$ cat src/verilog/sacs_pkg.sv
package sacs_pkg;

    // Register byte offsets
    localparam logic [7:0] OFF_CTRL     = 8'h00;
    localparam logic [7:0] OFF_CHEN     = 8'h04;
    localparam logic [7:0] OFF_SWCH     = 8'h08;
    localparam logic [7:0] OFF_RANGE_LO = 8'h0C;
    localparam logic [7:0] OFF_RANGE_HI = 8'h10;
    localparam logic [7:0] OFF_IRQ_STAT = 8'h14;
    localparam logic [7:0] OFF_IRQ_MASK = 8'h18;
    localparam logic [7:0] OFF_STATUS   = 8'h1C;
    localparam logic [7:0] OFF_RANGEFL  = 8'h20;
    localparam logic [7:0] OFF_SAMPT0   = 8'h40;
    localparam logic [7:0] OFF_RESULT0  = 8'h60;

    // Control register fields
    localparam int CTRL_ENABLE = 0;
    localparam int CTRL_CONT   = 1;
    localparam int CTRL_SWMODE = 2;
    localparam int CTRL_START  = 3;
    localparam int CTRL_REF_LSB = 4;
    localparam int CTRL_LOWPWR = 6;

    // Interrupt status bits
    localparam int IRQ_RANGE = 0;
    localparam int IRQ_SCAN  = 1;
    localparam int IRQ_CONV  = 2;
    localparam int IRQ_W     = 3;

    // Reference choices
    localparam logic [1:0] REF_VDD      = 2'h0;
    localparam logic [1:0] REF_VDD_HALF = 2'h1;
    localparam logic [1:0] REF_BANDGAP  = 2'h2;
    localparam logic [1:0] REF_EXT_PIN  = 2'h3;

    // Converter timing
    localparam int    NUM_CH         = 8;
    localparam int    RES_W          = 12;
    localparam int    CONV_CLKS      = 18;
    localparam real   CLK_SYS_MHZ    = 50.0;
    localparam real   ADC_CLK_MAX_MHZ = 14.5;
    // Least divider so the converter clock stays at or under its limit
    localparam int    ADC_DIV        = int'($ceil(CLK_SYS_MHZ / ADC_CLK_MAX_MHZ));
    localparam logic [7:0] SAMPT_RST = 8'h04;

    typedef enum logic [1:0] {SACS_IDLE, SACS_SAMPLE, SACS_CONVERT} sacs_state_e;

endpackage : sacs_pkg

$ cat src/verilog/sacs_top.sv
// The placing of the registers and the AHB-Lite interface to the registers were chosen for this implementation.
`timescale 1ns/1ps
// Behaviour
// - Converter clock <=14.5 MHz, 18 clocks per result
// - Reference select: VDD, VDD/2, bandgap, pin
// - Per-channel programmable sample time applied
// - Eight fixed channels, one selected per conversion
// - Scan steps enabled channels without software
// - No idle slots between channels
// - Channel switching by sequencer or firmware
// - One result register per input channel, none for the temperature sensor
// - Low/high window raises out-of-range interrupt
// - Range checked per result, immediately
// - Temperature sensor selectable as a channel
// - Unavailable in deep sleep and hibernate
module sacs_top #(
    parameter int NUM_CH = sacs_pkg::NUM_CH,
    parameter int RES_W  = sacs_pkg::RES_W
) (
    // Clock and reset
    input  wire logic                     clk_sys_i,
    input  wire logic                     rst_n_i,
    // AHB-Lite slave
    input  wire logic                     hsel_i,
    input  wire logic [31:0]              haddr_i,
    input  wire logic [1:0]               htrans_i,
    input  wire logic                     hwrite_i,
    input  wire logic [2:0]               hsize_i,
    input  wire logic [31:0]              hwdata_i,
    input  wire logic                     hready_i,
    output logic [31:0]                   hrdata_o,
    output logic                          hreadyout_o,
    output logic                          hresp_o,
    // Power state from system
    input  wire logic                     deep_lowpwr_i,
    // Analog core
    output logic                          adc_clk_o,
    output logic                          sample_o,
    output logic                          convert_o,
    output logic [2:0]                    mux_sel_o,
    output logic                          temp_sel_o,
    output logic [1:0]                    ref_sel_o,
    input  wire logic                     adc_done_i,
    input  wire logic [RES_W-1:0]         adc_data_i,
    // Interrupt
    output logic                          irq_o
);
    import sacs_pkg::*;

    typedef struct packed {
        logic                       dphase;
        logic                       dwrite;
        logic [7:0]                 daddr;
        logic [31:0]                rdata;
        logic [6:0]                 ctrl;
        logic [NUM_CH-1:0]          chen;
        logic [3:0]                 swch;
        logic [RES_W-1:0]           lo;
        logic [RES_W-1:0]           hi;
        logic [IRQ_W-1:0]           stat;
        logic [IRQ_W-1:0]           mask;
        logic [NUM_CH-1:0]          rangefl;
        logic [NUM_CH-1:0][7:0]     sampt;
        logic [NUM_CH-1:0][RES_W-1:0] result;
        sacs_state_e                state;
        logic [3:0]                 ch;
        logic [7:0]                 divcnt;
        logic                       aclk;
        logic [7:0]                 cnt;
        logic                       running;
        logic                       irq;
        logic                       smp;
        logic                       cnv;
        logic                       tsel;
    } sacs_s;

    sacs_s cur_r;
    sacs_s cur_nxt;

    // First enabled channel at or after a start index
    function automatic logic [3:0] next_ch(input logic [NUM_CH-1:0] en,
                                           input logic [3:0] from);
        logic [3:0] r;
        r = 4'hF;
        for (int k = NUM_CH - 1; k >= 0; k--) begin
            if (en[k] && (k >= from)) begin
                r = 4'(k);
            end
        end
        return r;
    endfunction : next_ch

    logic aclk_rise;
    logic active;
    logic [7:0] a;
    logic [IRQ_W-1:0] ev;
    logic [3:0] nx;

    always_comb begin
        cur_nxt   = cur_r;
        ev        = '0;
        nx        = 4'hF;
        a         = cur_r.daddr;
        // Low-power block gate from system and software
        active    = cur_r.ctrl[CTRL_ENABLE] && !deep_lowpwr_i && !cur_r.ctrl[CTRL_LOWPWR];

        // Converter clock divider
        aclk_rise = 1'b0;
        if (cur_r.divcnt >= 8'(ADC_DIV - 1)) begin
            cur_nxt.divcnt = '0;
            cur_nxt.aclk   = 1'b1;
            aclk_rise      = 1'b1;
        end else begin
            cur_nxt.divcnt = cur_r.divcnt + 8'h01;
            if (cur_r.divcnt == 8'(ADC_DIV / 2 - 1)) begin
                cur_nxt.aclk = 1'b0;
            end
        end

        // Sequencer
        case (cur_r.state)
            SACS_IDLE: begin
                if (active && cur_r.running && aclk_rise) begin
                    if (cur_r.ctrl[CTRL_SWMODE]) begin
                        cur_nxt.ch = cur_r.swch;
                    end else begin
                        cur_nxt.ch = next_ch(cur_r.chen, 4'h0);
                    end
                    if (!cur_r.ctrl[CTRL_SWMODE] && cur_r.chen == '0) begin
                        cur_nxt.running = 1'b0;
                    end else begin
                        cur_nxt.state = SACS_SAMPLE;
                        cur_nxt.cnt   = '0;
                    end
                end
            end
            SACS_SAMPLE: begin
                if (!active) begin
                    cur_nxt.state = SACS_IDLE;
                end else if (aclk_rise) begin
                    cur_nxt.cnt = cur_r.cnt + 8'h01;
                    // Per-channel aperture; temp sensor uses slot 0 timing
                    if (cur_r.cnt >= cur_r.sampt[cur_r.ch[2:0]]) begin
                        cur_nxt.state = SACS_CONVERT;
                        cur_nxt.cnt   = '0;
                    end
                end
            end
            SACS_CONVERT: begin
                if (!active) begin
                    cur_nxt.state = SACS_IDLE;
                end else if (aclk_rise && cur_r.cnt < 8'(CONV_CLKS)) begin
                    cur_nxt.cnt = cur_r.cnt + 8'h01;
                end else if (adc_done_i && cur_r.cnt >= 8'(CONV_CLKS)) begin
                    ev[IRQ_CONV] = 1'b1;
                    if (cur_r.ch < 4'(NUM_CH)) begin
                        cur_nxt.result[cur_r.ch[2:0]] = adc_data_i;
                    end
                    if (adc_data_i < cur_r.lo || adc_data_i > cur_r.hi) begin
                        ev[IRQ_RANGE] = 1'b1;
                        if (cur_r.ch < 4'(NUM_CH)) begin
                            cur_nxt.rangefl[cur_r.ch[2:0]] = 1'b1;
                        end
                    end
                    cur_nxt.cnt = '0;
                    if (cur_r.ctrl[CTRL_SWMODE]) begin
                        // Firmware-driven: one conversion per start, repeated while CONT is set
                        cur_nxt.state   = SACS_IDLE;
                        cur_nxt.running = cur_r.ctrl[CTRL_CONT];
                    end else begin
                        nx = next_ch(cur_r.chen, cur_r.ch + 4'h1);
                        if (nx == 4'hF) begin
                            ev[IRQ_SCAN] = 1'b1;
                            nx = next_ch(cur_r.chen, 4'h0);
                            cur_nxt.running = cur_r.ctrl[CTRL_CONT];
                        end
                        // Straight into next sample, no idle slot
                        if (cur_nxt.running && nx != 4'hF) begin
                            cur_nxt.ch    = nx;
                            cur_nxt.state = SACS_SAMPLE;
                        end else begin
                            cur_nxt.state   = SACS_IDLE;
                            cur_nxt.running = 1'b0;
                        end
                    end
                end
            end
            default: cur_nxt.state = SACS_IDLE;
        endcase

        // AHB-Lite data phase
        cur_nxt.dphase = 1'b0;
        if (cur_r.dphase && cur_r.dwrite) begin
            case (a)
                OFF_CTRL: begin
                    cur_nxt.ctrl = hwdata_i[6:0];
                    cur_nxt.ctrl[CTRL_START] = 1'b0;
                    if (hwdata_i[CTRL_START]) begin
                        cur_nxt.running = 1'b1;
                    end
                end
                OFF_CHEN:     cur_nxt.chen = hwdata_i[NUM_CH-1:0];
                OFF_SWCH:     cur_nxt.swch = hwdata_i[3:0];
                OFF_RANGE_LO: cur_nxt.lo   = hwdata_i[RES_W-1:0];
                OFF_RANGE_HI: cur_nxt.hi   = hwdata_i[RES_W-1:0];
                OFF_IRQ_MASK: cur_nxt.mask = hwdata_i[IRQ_W-1:0];
                // A flag set in the clearing cycle survives the clear
                OFF_RANGEFL:  cur_nxt.rangefl = (cur_r.rangefl & ~hwdata_i[NUM_CH-1:0])
                                              | (cur_nxt.rangefl & ~cur_r.rangefl);
                default: begin
                    if (a >= OFF_SAMPT0 && a < OFF_SAMPT0 + 8'(4 * NUM_CH)) begin
                        cur_nxt.sampt[3'(a[7:2] - OFF_SAMPT0[7:2])] = hwdata_i[7:0];
                    end
                end
            endcase
        end
        // Write-one clear; a same-cycle event wins
        if (cur_r.dphase && cur_r.dwrite && a == OFF_IRQ_STAT) begin
            cur_nxt.stat = cur_r.stat & ~hwdata_i[IRQ_W-1:0];
        end
        cur_nxt.stat = cur_nxt.stat | ev;
        cur_nxt.irq  = |(cur_nxt.stat & cur_nxt.mask);
        // Phase and channel outputs registered, no decode glitches at the core
        cur_nxt.smp  = (cur_nxt.state == SACS_SAMPLE);
        cur_nxt.cnv  = (cur_nxt.state == SACS_CONVERT);
        cur_nxt.tsel = cur_nxt.ch[3] && (cur_nxt.ch != 4'hF);

        if (hsel_i && hready_i && htrans_i[1]) begin
            cur_nxt.dphase = 1'b1;
            cur_nxt.dwrite = hwrite_i;
            cur_nxt.daddr  = {haddr_i[7:2], 2'b00};
            cur_nxt.rdata  = '0;
            if (!hwrite_i) begin
                case ({haddr_i[7:2], 2'b00})
                    OFF_CTRL:     cur_nxt.rdata = {25'h0, cur_r.ctrl};
                    OFF_CHEN:     cur_nxt.rdata = 32'(cur_r.chen);
                    OFF_SWCH:     cur_nxt.rdata = 32'(cur_r.swch);
                    OFF_RANGE_LO: cur_nxt.rdata = 32'(cur_r.lo);
                    OFF_RANGE_HI: cur_nxt.rdata = 32'(cur_r.hi);
                    OFF_IRQ_STAT: cur_nxt.rdata = 32'(cur_r.stat);
                    OFF_IRQ_MASK: cur_nxt.rdata = 32'(cur_r.mask);
                    OFF_STATUS:   cur_nxt.rdata = {24'h0, cur_r.ch, cur_r.running,
                                                   active, 2'(cur_r.state)};
                    OFF_RANGEFL:  cur_nxt.rdata = 32'(cur_r.rangefl);
                    default: begin
                        if (haddr_i[7:0] >= OFF_SAMPT0
                            && haddr_i[7:0] < OFF_SAMPT0 + 8'(4 * NUM_CH)) begin
                            cur_nxt.rdata = 32'(cur_r.sampt[3'(haddr_i[7:2]
                                                - OFF_SAMPT0[7:2])]);
                        end else if (haddr_i[7:0] >= OFF_RESULT0
                            && haddr_i[7:0] < OFF_RESULT0 + 8'(4 * NUM_CH)) begin
                            cur_nxt.rdata = 32'(cur_r.result[3'(haddr_i[7:2]
                                                - OFF_RESULT0[7:2])]);
                        end
                    end
                endcase
            end
        end
    end

    always_ff @(posedge clk_sys_i or negedge rst_n_i) begin
        if (!rst_n_i) begin
            cur_r       <= '0;
            cur_r.hi    <= '1;
            cur_r.sampt <= {NUM_CH{SAMPT_RST}};
            cur_r.state <= SACS_IDLE;
        end else begin
            cur_r <= cur_nxt;
        end
    end

    // Outputs straight from state flops; hreadyout_o and hresp_o tied to constants
    assign hrdata_o    = cur_r.rdata;
    assign hreadyout_o = 1'b1;
    assign hresp_o     = 1'b0;
    assign adc_clk_o   = cur_r.aclk;
    assign sample_o    = cur_r.smp;
    assign convert_o   = cur_r.cnv;
    assign mux_sel_o   = cur_r.ch[2:0];
    assign temp_sel_o  = cur_r.tsel;
    assign ref_sel_o   = cur_r.ctrl[CTRL_REF_LSB +: 2];
    assign irq_o       = cur_r.irq;

endmodule : sacs_top

$ cat config.mk
export PLATFORM = sky130hd
export DESIGN_NAME = sacs_top
export DESIGN_NICKNAME = d
export VERILOG_FILES = /design/src/verilog/sacs_pkg.sv /design/src/verilog/sacs_top.sv
export SDC_FILE = /design/constraint.sdc
export NUM_CORES = 1
export LEC_CHECK = 0
export ABC_AREA = 1
export BUFFER_PORTS_ARGS = -buffer_cell sky130_fd_sc_hd__buf_2
export CORE_MARGIN = 4
export CORE_UTILIZATION = 25
export CTS_CLUSTER_SIZE = 20
export DETAILED_ROUTE_END_ITERATION = 6
export GPL_TIMING_DRIVEN = 0
export PLACE_DENSITY = 0.46
export SYNTH_ARGS = -nofsm -noshare
export SYNTH_HDL_FRONTEND = slang
export SYNTH_SLANG_ARGS = --single-unit
$ cat constraint.sdc
create_clock -name clk_sys_i -period 7.9 [get_ports clk_sys_i]
set_input_delay 0.395 -clock clk_sys_i [delete_from_list [all_inputs] [get_ports clk_sys_i]]
set_output_delay 0.395 -clock clk_sys_i [all_outputs]
set_load 0.03 [all_outputs]
Word level (Yosys, flattened, before mapping)

Index checks and enable logic that the tools add are counted.

Register bits: 284

Order comparisons: 27
Muxes and demuxes: 107
Eq/ne operators: 29
Bitwise gates (word level): 12
Add/subtract/negate cells: 6
Reductions and logical operators: 46

Operators by type and width:

| cell                                                                                | count |
|---|---|
| 64-bit two-way mux                                                                  | 2 |
| 4-bit two-way mux                                                                   | 31 |
| 8-bit two-way mux                                                                   | 15 |
| 12-bit one-hot mux with 9 select lines                                              | 1 |
| 96-bit bitwise mux                                                                  | 1 |
| 75-bit two-way mux                                                                  | 1 |
| 64-bit bitwise mux                                                                  | 1 |
| 12-bit two-way mux                                                                  | 5 |
| 8-bit binary-select mux with 3-bit select                                           | 2 |
| 6-bit by 3-bit == test with 1-bit output, second input constant                     | 7 |
| 42-bit two-way mux                                                                  | 1 |
| 12-bit binary-select mux with 3-bit select                                          | 1 |
| 12-bit demux with 3-bit select                                                      | 1 |
| 9-bit two-way mux                                                                   | 4 |
| 1-bit logical AND                                                                   | 26 |
| 8-bit demux with 3-bit select                                                       | 1 |
| 6-bit by 2-bit == test with 1-bit output, second input constant                     | 4 |
| 8-bit by 7-bit greater-or-equal comparator with 1-bit output, second input constant | 3 |
| 8-bit one-hot mux with 3 select lines                                               | 1 |
| 1-bit two-way mux                                                                   | 21 |
| 3-bit two-way mux                                                                   | 6 |
| 6-bit two-way mux                                                                   | 3 |
| 8-bit by 1-bit adder with 8-bit output, second input constant                       | 2 |
| 8-bit AND                                                                           | 2 |
| 49 further kinds                                                                    | 85 |

Depth between registers and ports, before layout

Gate-level depths: netlist of run 1.

Depth after elaboration: 34
Gate-level depth with buffers: 19
Gate-level depth less buffers: 18

Worst setup path before layout of run 1

Ideal clock, no wire load.

Kind: register to register
From: reg cur_r (netlist bit mux_sel_o[1])
To: reg cur_r (netlist bit convert_o)
Cell stages (with the launch flop): 15
Path buffers: 2
Data arrival time: 2925 ps
Path slack: 4903 ps
Period minus slack after synthesis: 2997 ps
Setup time: 72 ps
Cell sequence: dfrtp_1 -> buf_4 -> clkinv_1 -> nor3_1 -> clkbuf_1 -> a22oi_1 -> nand4_1 -> inv_1 -> ha_1 -> nand2_1 -> o41ai_1 -> nand2_1 -> o32ai_1 -> nand2_1 -> nor2_1

RTL lines:

| item                   | RTL line        | RTL |
|---|---|---|
| from (decl)            | sacs_top.sv:77  | `sacs_s cur_r;` |
| from (signal assigned) | sacs_top.sv:268 | `cur_r <= cur_nxt;` |

==> key figures, run 1 <==
Run status
  • Outcome: finished, final reports clean

Route
  • # DRC: 0
  • Detailed Route WL: 49.4 mm
  • Wire per inst: 19.7 um
  • Routed via count: 12200
  • Antenna Nets Post-Route: 0
  • Drt via density: 4.88
  • Drt initial violations: 1003
  • Initial DRT Pass Iterations: 7

Die
  • Die area: 58800 sq um
  • Die Wd: 242 um
  • Initial Utilization: 25.4%
  • Io pins: 132
  • Core area: 54100 sq um
  • Die height: 242 um
  • Row cnt: 85

Worst setup path
  • R2R depth: 14
  • Critical Path Source: mux_sel_o[1]$_DFF_PN0_
  • CP max FO: 10
  • Worst setup path end: convert_o$_DFF_PN0_
  • Flop-to-flop setup slack: 3160 ps
  • Reg-to-Reg Start: mux_sel_o[1]$_DFF_PN0_
  • WP data arrival: 5220 ps
  • CP endpoint kind: flop
  • Critical path class: flop to flop
  • R2r endpoint: convert_o$_DFF_PN0_
  • Startpoint class of the critical path: flop
  • WP data required: 8380 ps

Clock network
  • H-tree depth: 2
  • Hold-fix buffers at CTS: 1
  • Clock buffer depth: 3
  • Setup Buffers After CTS: 0
  • CTS tree: built
  • Worst-path clk slew: 60 ps
  • CTS root buffer: clkbuf_16
  • Clk_lat worst skew: 550 ps
  • TritonCTS buffer count: 34
  • Cts repair resizes: 0
  • CTS sink cnt: 264

Global route
  • Gr ovfl total: 0
  • Global-route wire length before repair: 74.9 mm
  • Initial antenna violation count: 4
  • Largest net degree at the start of global routing: 99
  • Total track usage: 16.5%
  • Vias in the first global route: 12000

Timing
  • Final critical-path share of the clock period: 60.0%
  • Slew Limit Fails: 0
  • Tightest Pin Transition: 1250 ps
  • Worst Skew: 33.3 ps
  • Aggregate negative setup slack: 0 ps
  • Relative slew slack: 16.2%
  • Min Tclk post-route: 4740 ps
  • Fmax: 0.211 GHz
  • RSZ-0062 raised after global routing: no
  • Final hold violation count: 0
  • Setup violators final: 0

Place
  • GP Congestion: 0.903
  • IO buf count: 58
  • Detailed Place HPWL: 36.7 mm
  • Dpl cell area: 15100 sq um
  • Cells after DPL: 2440

Logic synthesis
  • Top cells by area, synth: dfrtp_1, nand2_1, o21ai_0
  • Syn Area/Cell: 8.29 sq um
  • Main flop type after synthesis: dfrtp_1
  • Largest area contributor in the netlist: dfrtp_1
  • Sequential area share after synthesis: 48.3%
  • Yosys reg bits: 264
  • Ys Warns: 0
  • Syn Std Cell Area: 13700 sq um
  • Distinct cell type count after synthesis: 57
  • Synth top area share: 44.4%
  • Post-synth EDFFs: 0
  • Syn Inst Count: 1658
  • Share of flip-flops with an asynchronous set or reset: 100%

Layout
  • Final Non-Filler Cells: 2501
  • Share of post-route cells with drive strength above 1: 12.7%
  • Synthesis-to-layout area growth: 18.3%
  • Nets: 1913
  • Design Area, Final: 16200 sq um

Power and ir drop
  • IR Drop Worst-Case VDD: 0.000143 V
  • Pwr Total: 4480 uW
  • PD cells: 276 nW/um^2
  • P_leak: 0.00791 uW

Flow run
  • Max_cap viols: 0

Min path
  • Min-delay worst type: input pin to flop
-- critical path, stage by stage (launching register included) --
cell      delay [ps]
dfrtp_1          390
buf_4            190
clkinv_1         310
nor3_2           830
clkbuf_1         700
a221oi_1         300
nand4_1          240
inv_1             70
ha_1             270
nand2_1           70
o41ai_1          560
nand2_1          140
o32ai_1          370
nand2_1          110
nor2_1           100
-- layer usage --
layer / vias up / routed length, um / GRT usage (%) / part of all wire (%)
li1: 5807 / - / - / -
met1: 5910 / 22600 / 22.4 / 46
met2: 390 / 22200 / 26.2 / 45
met3: 95 / 2990 / 3.31 / 6.1
met4: 2 / 1540 / 5.81 / 3.1
met5: - / 20 / 0 / 0.041
-- worst min-delay path by stage --
stage	from	to	slack, ps	cells past startpoint
6_report	hwdata_i[10]	cur_r[212]$_DFFE_PN1P_	90	3
5_1_grt	hwdata_i[9]	cur_r[211]$_DFFE_PN1P_	100	3
4_1_cts	hwdata_i[11]	cur_r[213]$_DFFE_PN1P_	70	3
3_5_place_dp	rst_n_i	cur_r[106]$_DFFE_PN0P_	400	1
3_3_place_gp	cur_r[14]$_DFF_PN0_	cur_r[14]$_DFF_PN0_	450	1
2_1_floorplan	rst_n_i	a[2]$_DFFE_PN0P_	100	0
-- cells in the final DEF (no fill, tap or decap), types with 38 or more instances in the layout --
master and count:
nor2_1 50, nand3_1 46, clkbuf_1 55, buf_2 68
ha_1 42, buf_4 44, o21ai_1 38, dfrtp_1 244
o21ai_0 219, o22ai_1 71, nand2_1 397, a21oi_1 52
inv_1 179
-- flip-flops by register name (all words and copies together) (netlist names) --
register    flops
mux_sel_o       3
cur_r         236
adc_clk_o       1
sample_o        1
temp_sel_o      1
a               6
ref_sel_o       2
hrdata_o       12
convert_o       1
irq_o           1
-- logic make-up (layout without fill, tap and decap cells) --
| family | after synthesis | in the layout | share of synthesized area [%] |
|---|---|---|---|
| flops | 264 | 264 | 48.3 |
| fa+ha+maj | 42 | 42 | 3.83 |
| simple gates | 570 | 570 | 17.7 |
| mux | 1 | 1 | 0.0820 |
| buf+inv | 303 | 423 | 9.86 |
| other cells | 2 | 29 | 0.0547 |
| compound gates | 470 | 470 | 19.9 |
| xor+xnor | 6 | 6 | 0.383 |
-- power breakdown --
part | switching, uW | leakage (uW) | internal (uW)
clock | 614 | 0.000565 | 1000
combinational | 788 | 0.00440 | 388
sequential | 154 | 0.00295 | 1540
-- metrics by stage --
stage	util, %	hold WS [ps]	worst slack, ps
final	30.0	92.3	3160
after global routing	30.0	100	2970
after CTS	30.0	73.2	3260
after detailed placement	27.8	403	3260
after global placement	27.7	453	1300
after floorplan	-	99.4	4900
-- cell type report --
| cell class | count | area [sq um] |
|---|---|---|
| buffer | 112 | 636 |
| fill | 5788 | 37900 |
| tap | 696 | 871 |
| timing repair buffer | 63 | 380 |
| clock buffer | 48 | 995 |
| clock inverter | 9 | 149 |
| inverter | 191 | 719 |
| antenna | 1 | 2.50 |
| multi-input combinational | 1117 | 5860 |
| sequential | 264 | 6630 |
-- cells in the mapped netlist, types with 2 or more instances --
cell       number
nand3_1        46
a22o_1          4
dfstp_2        20
nand2_2         2
o2111ai_1       2
nand2_1       397
clkinv_1        3
o31ai_1        10
buf_2          11
ha_1           42
dfrtp_1       244
inv_1         179
clkbuf_1       49
nand4_1        19
nor2_4          7
buf_4          43
a22oi_1        12
a221oi_1        9
nor3_2          2
a21oi_2         3
buf_1           2
a2bb2oi_1       4
a31oi_1         8
a41oi_1         4
a21oi_1        52
o311ai_0        4
buf_6           5
inv_2           8
o32ai_1         3
nor4_1          2
nor3_1         34
o21ai_1        38
o21ai_0       219
xor2_1          5
clkbuf_2        2
a32o_1          7
nand3_2         2
nand3b_1        3
o221ai_1        6
nor2_2          3
nor2_1         50
o22ai_1        71
o211ai_1        7
conb_1          2
No activity file was read; power rests on OpenSTA's default activity.
==> run 2: changes to the inputs <==
- clock period: 7.9 -> 4.9 ns (I/O delays scaled with it)
==> run 2 against run 1 <==
Against the previous run: flip-flop and latch count unchanged; power up 61%; clock skew down 1.1 ps; critical path depth up 1; wire length down 0.26%; sequential power up 61%; register-to-register slack worse by 2900 ps; critical path type unchanged; critical endpoint unchanged; largest cell class unchanged.
==> key figures, run 2 (synthesis gave the netlist of run 1 again) <==
Worst setup path
  • CP max FO: 9 (-1)
  • Critical path class: flop to flop
  • WP data required: 5380 ps (-3000 ps)
  • CP endpoint kind: flop
  • WP data arrival: 5090 ps (-130 ps)
  • Startpoint class of the critical path: flop

Die
  • Row cnt: 85 (unchanged)
  • Initial Utilization: 25.4% (unchanged)
  • Io pins: 132 (unchanged)
  • Die Wd: 242 um (unchanged)
  • Die area: 58800 sq um (unchanged)
  • Core area: 54100 sq um (unchanged)
  • Die height: 242 um (unchanged)

Route
  • Drt via density: 4.88 (about the same)
  • Wire per inst: 19.7 um (-0.42%)
  • Detailed Route WL: 49.2 mm (-0.26%)
  • # DRC: 0 (unchanged)
  • Initial DRT Pass Iterations: 5 (-2)
  • Routed via count: 12200 (+0.066%)
  • Drt initial violations: 972 (-3.1%)
  • Antenna Nets Post-Route: 0 (unchanged)

Place
  • Detailed Place HPWL: 36.7 mm (unchanged)
  • Cells after DPL: 2440 (unchanged)
  • GP Congestion: 0.903 (unchanged)
  • IO buf count: 58 (unchanged)

Clock network
  • Worst-path clk slew: 60 ps (about the same)
  • TritonCTS buffer count: 34 (unchanged)
  • Clk_lat worst skew: 540 ps (about the same)
  • Clock buffer depth: 3 (unchanged)
  • CTS root buffer: clkbuf_16
  • CTS sink cnt: 264 (unchanged)
  • CTS tree: built
  • H-tree depth: 2 (unchanged)
  • Setup Buffers After CTS: 0 (unchanged)

Timing
  • RSZ-0062 raised after global routing: no
  • Tightest Pin Transition: 1230 ps (-22.2 ps)
  • Aggregate negative setup slack: 0 ps (unchanged)
  • Fmax: 0.217 GHz (+2.8%)
  • Worst Skew: 32.2 ps (-1.07 ps)
  • Slew Limit Fails: 0 (unchanged)
  • Setup violators final: 0 (unchanged)
  • Min Tclk post-route: 4610 ps (-129 ps)
  • Relative slew slack: 17.7% (+1.5 points)
  • Final critical-path share of the clock period: 94.1% (+34 points)
  • Final hold violation count: 0 (unchanged)

Layout
  • Commonest non-fill, non-tap cell in the layout: nand2_1
  • Synthesis-to-layout area growth: 18.6%
  • Final Non-Filler Cells: 2505 (+0.16%)
  • Top reg by flops: cur_r
  • Nets: 1917 (+0.21%)
  • Largest register FFs: 236 (unchanged)
  • Share of post-route cells with drive strength above 1: 12.7% (-0.028 points)
  • Commonest cells after routing, fill and taps aside: nand2_1, dfrtp_1, o21ai_0, inv_1, o22ai_1

Global route
  • Global-route wire length before repair: 74.9 mm (about the same)
  • Total track usage: 16.5% (about the same)
  • Gr ovfl total: 0 (unchanged)
  • Largest net degree at the start of global routing: 99 (unchanged)
  • Initial antenna violation count: 4 (unchanged)
  • Vias in the first global route: 12000 (+0.14%)

Min path
  • Min-delay worst type: input pin to flop

Power and ir drop
  • Pwr Total: 7230 uW (+61%)
  • IR Drop Worst-Case VDD: 0.000232 V (+62%)
  • PD cells: 444 nW/um^2 (+61%)
  • P_leak: 0.00793 uW (+0.24%)

Flow run
  • Max_cap viols: 0 (unchanged)

Run status
  • Outcome: finished, final reports clean
==> run 2: changes by cell type in the layout (fill, tap and decap cells not counted), sizes merged <==
cell / before / now
dlygate4sd3: 1 / 5
==> run 2: layout make-up <==
| cell class | instances | area, sq um |
|---|---|---|
| Timing Repair Buffer | 67 | 420 |
| Tap cell | 696 | 871 |
| Buffer | 112 | 636 |
| Antenna cell | 1 | 2.50 |
| Sequential cell | 264 | 6630 |
| Fill cell | 5787 | 37800 |
| Inverter | 191 | 719 |
| Clock buffer | 48 | 995 |
| Multi-Input combinational cell | 1117 | 5870 |
| Clock inverter | 9 | 149 |
==> run 2: repair_timing <==
item / 4_1_cts / 5_1_grt
resized for setup: 0 / 1
endpoints found under the setup margin: 0 / 1
hold buffers: 5 / 0
endpoints found under the hold margin: 69 / 0
==> run 2: worst max-delay path, cell delays in order, from the launching register on <==
cell	delay (ps)
dfrtp_1	410
buf_4	210
clkinv_1	310
nor3_1	990
inv_1	380
o22ai_1	220
a221oi_1	100
nand4_1	180
inv_1	60
ha_1	290
nand2_1	70
o41ai_1	560
nand2_1	140
o32ai_1	370
nand2_1	110
nor2_1	100
==> run 2: power breakdown <==
part           total [uW]  switching [uW]  internal [uW]
logic                1900            1280            628
clock network        2610             989           1620
registers            2720             247           2480
==> run 2: worst paths after layout <==
path / start / endpoint / slack [ps] / depth (start not counted)
max: mux_sel_o[0]$_DFF_PN0_ / convert_o$_DFF_PN0_ / 290 / 15
min: hwdata_i[7] / cur_r[209]$_DFFE_PN1P_ / 30 / 3
max reg2reg: mux_sel_o[0]$_DFF_PN0_ / convert_o$_DFF_PN0_ / 290 / 15
min reg2reg: cur_r[14]$_DFF_PN0_ / cur_r[14]$_DFF_PN0_ / 470 / 1
max in group asynchronous: rst_n_i / cur_r[127]$_DFFE_PN0P_ / 3250 / 4
min in group asynchronous: rst_n_i / cur_r[106]$_DFFE_PN0P_ / 280 / 2
==> run 2: metal layers <==
layer / global-route usage, % / wire, um / vias to the layer above
met5: 0 / 13 / -
met4: 5.81 / 1540 / 2
met2: 26.2 / 22200 / 392
met1: 22.4 / 22300 / 5911
li1: - / - / 5813
met3: 3.31 / 3120 / 94
==> run 2: per-stage QoR <==
stage | hold slack [ps] | cell area, sq um | util, % | worst slack [ps]
2_1_floorplan | -50.6 | 13800 | - | 1900
5_1_grt | 22.6 | 16300 | 30.1 | 68.1
3_3_place_gp | 453 | 15000 | 27.7 | -1550
4_1_cts | 2.15 | 16300 | 30.0 | 255
6_report | 26.4 | 16300 | 30.1 | 289
3_5_place_dp | 253 | 15100 | 27.8 | 264
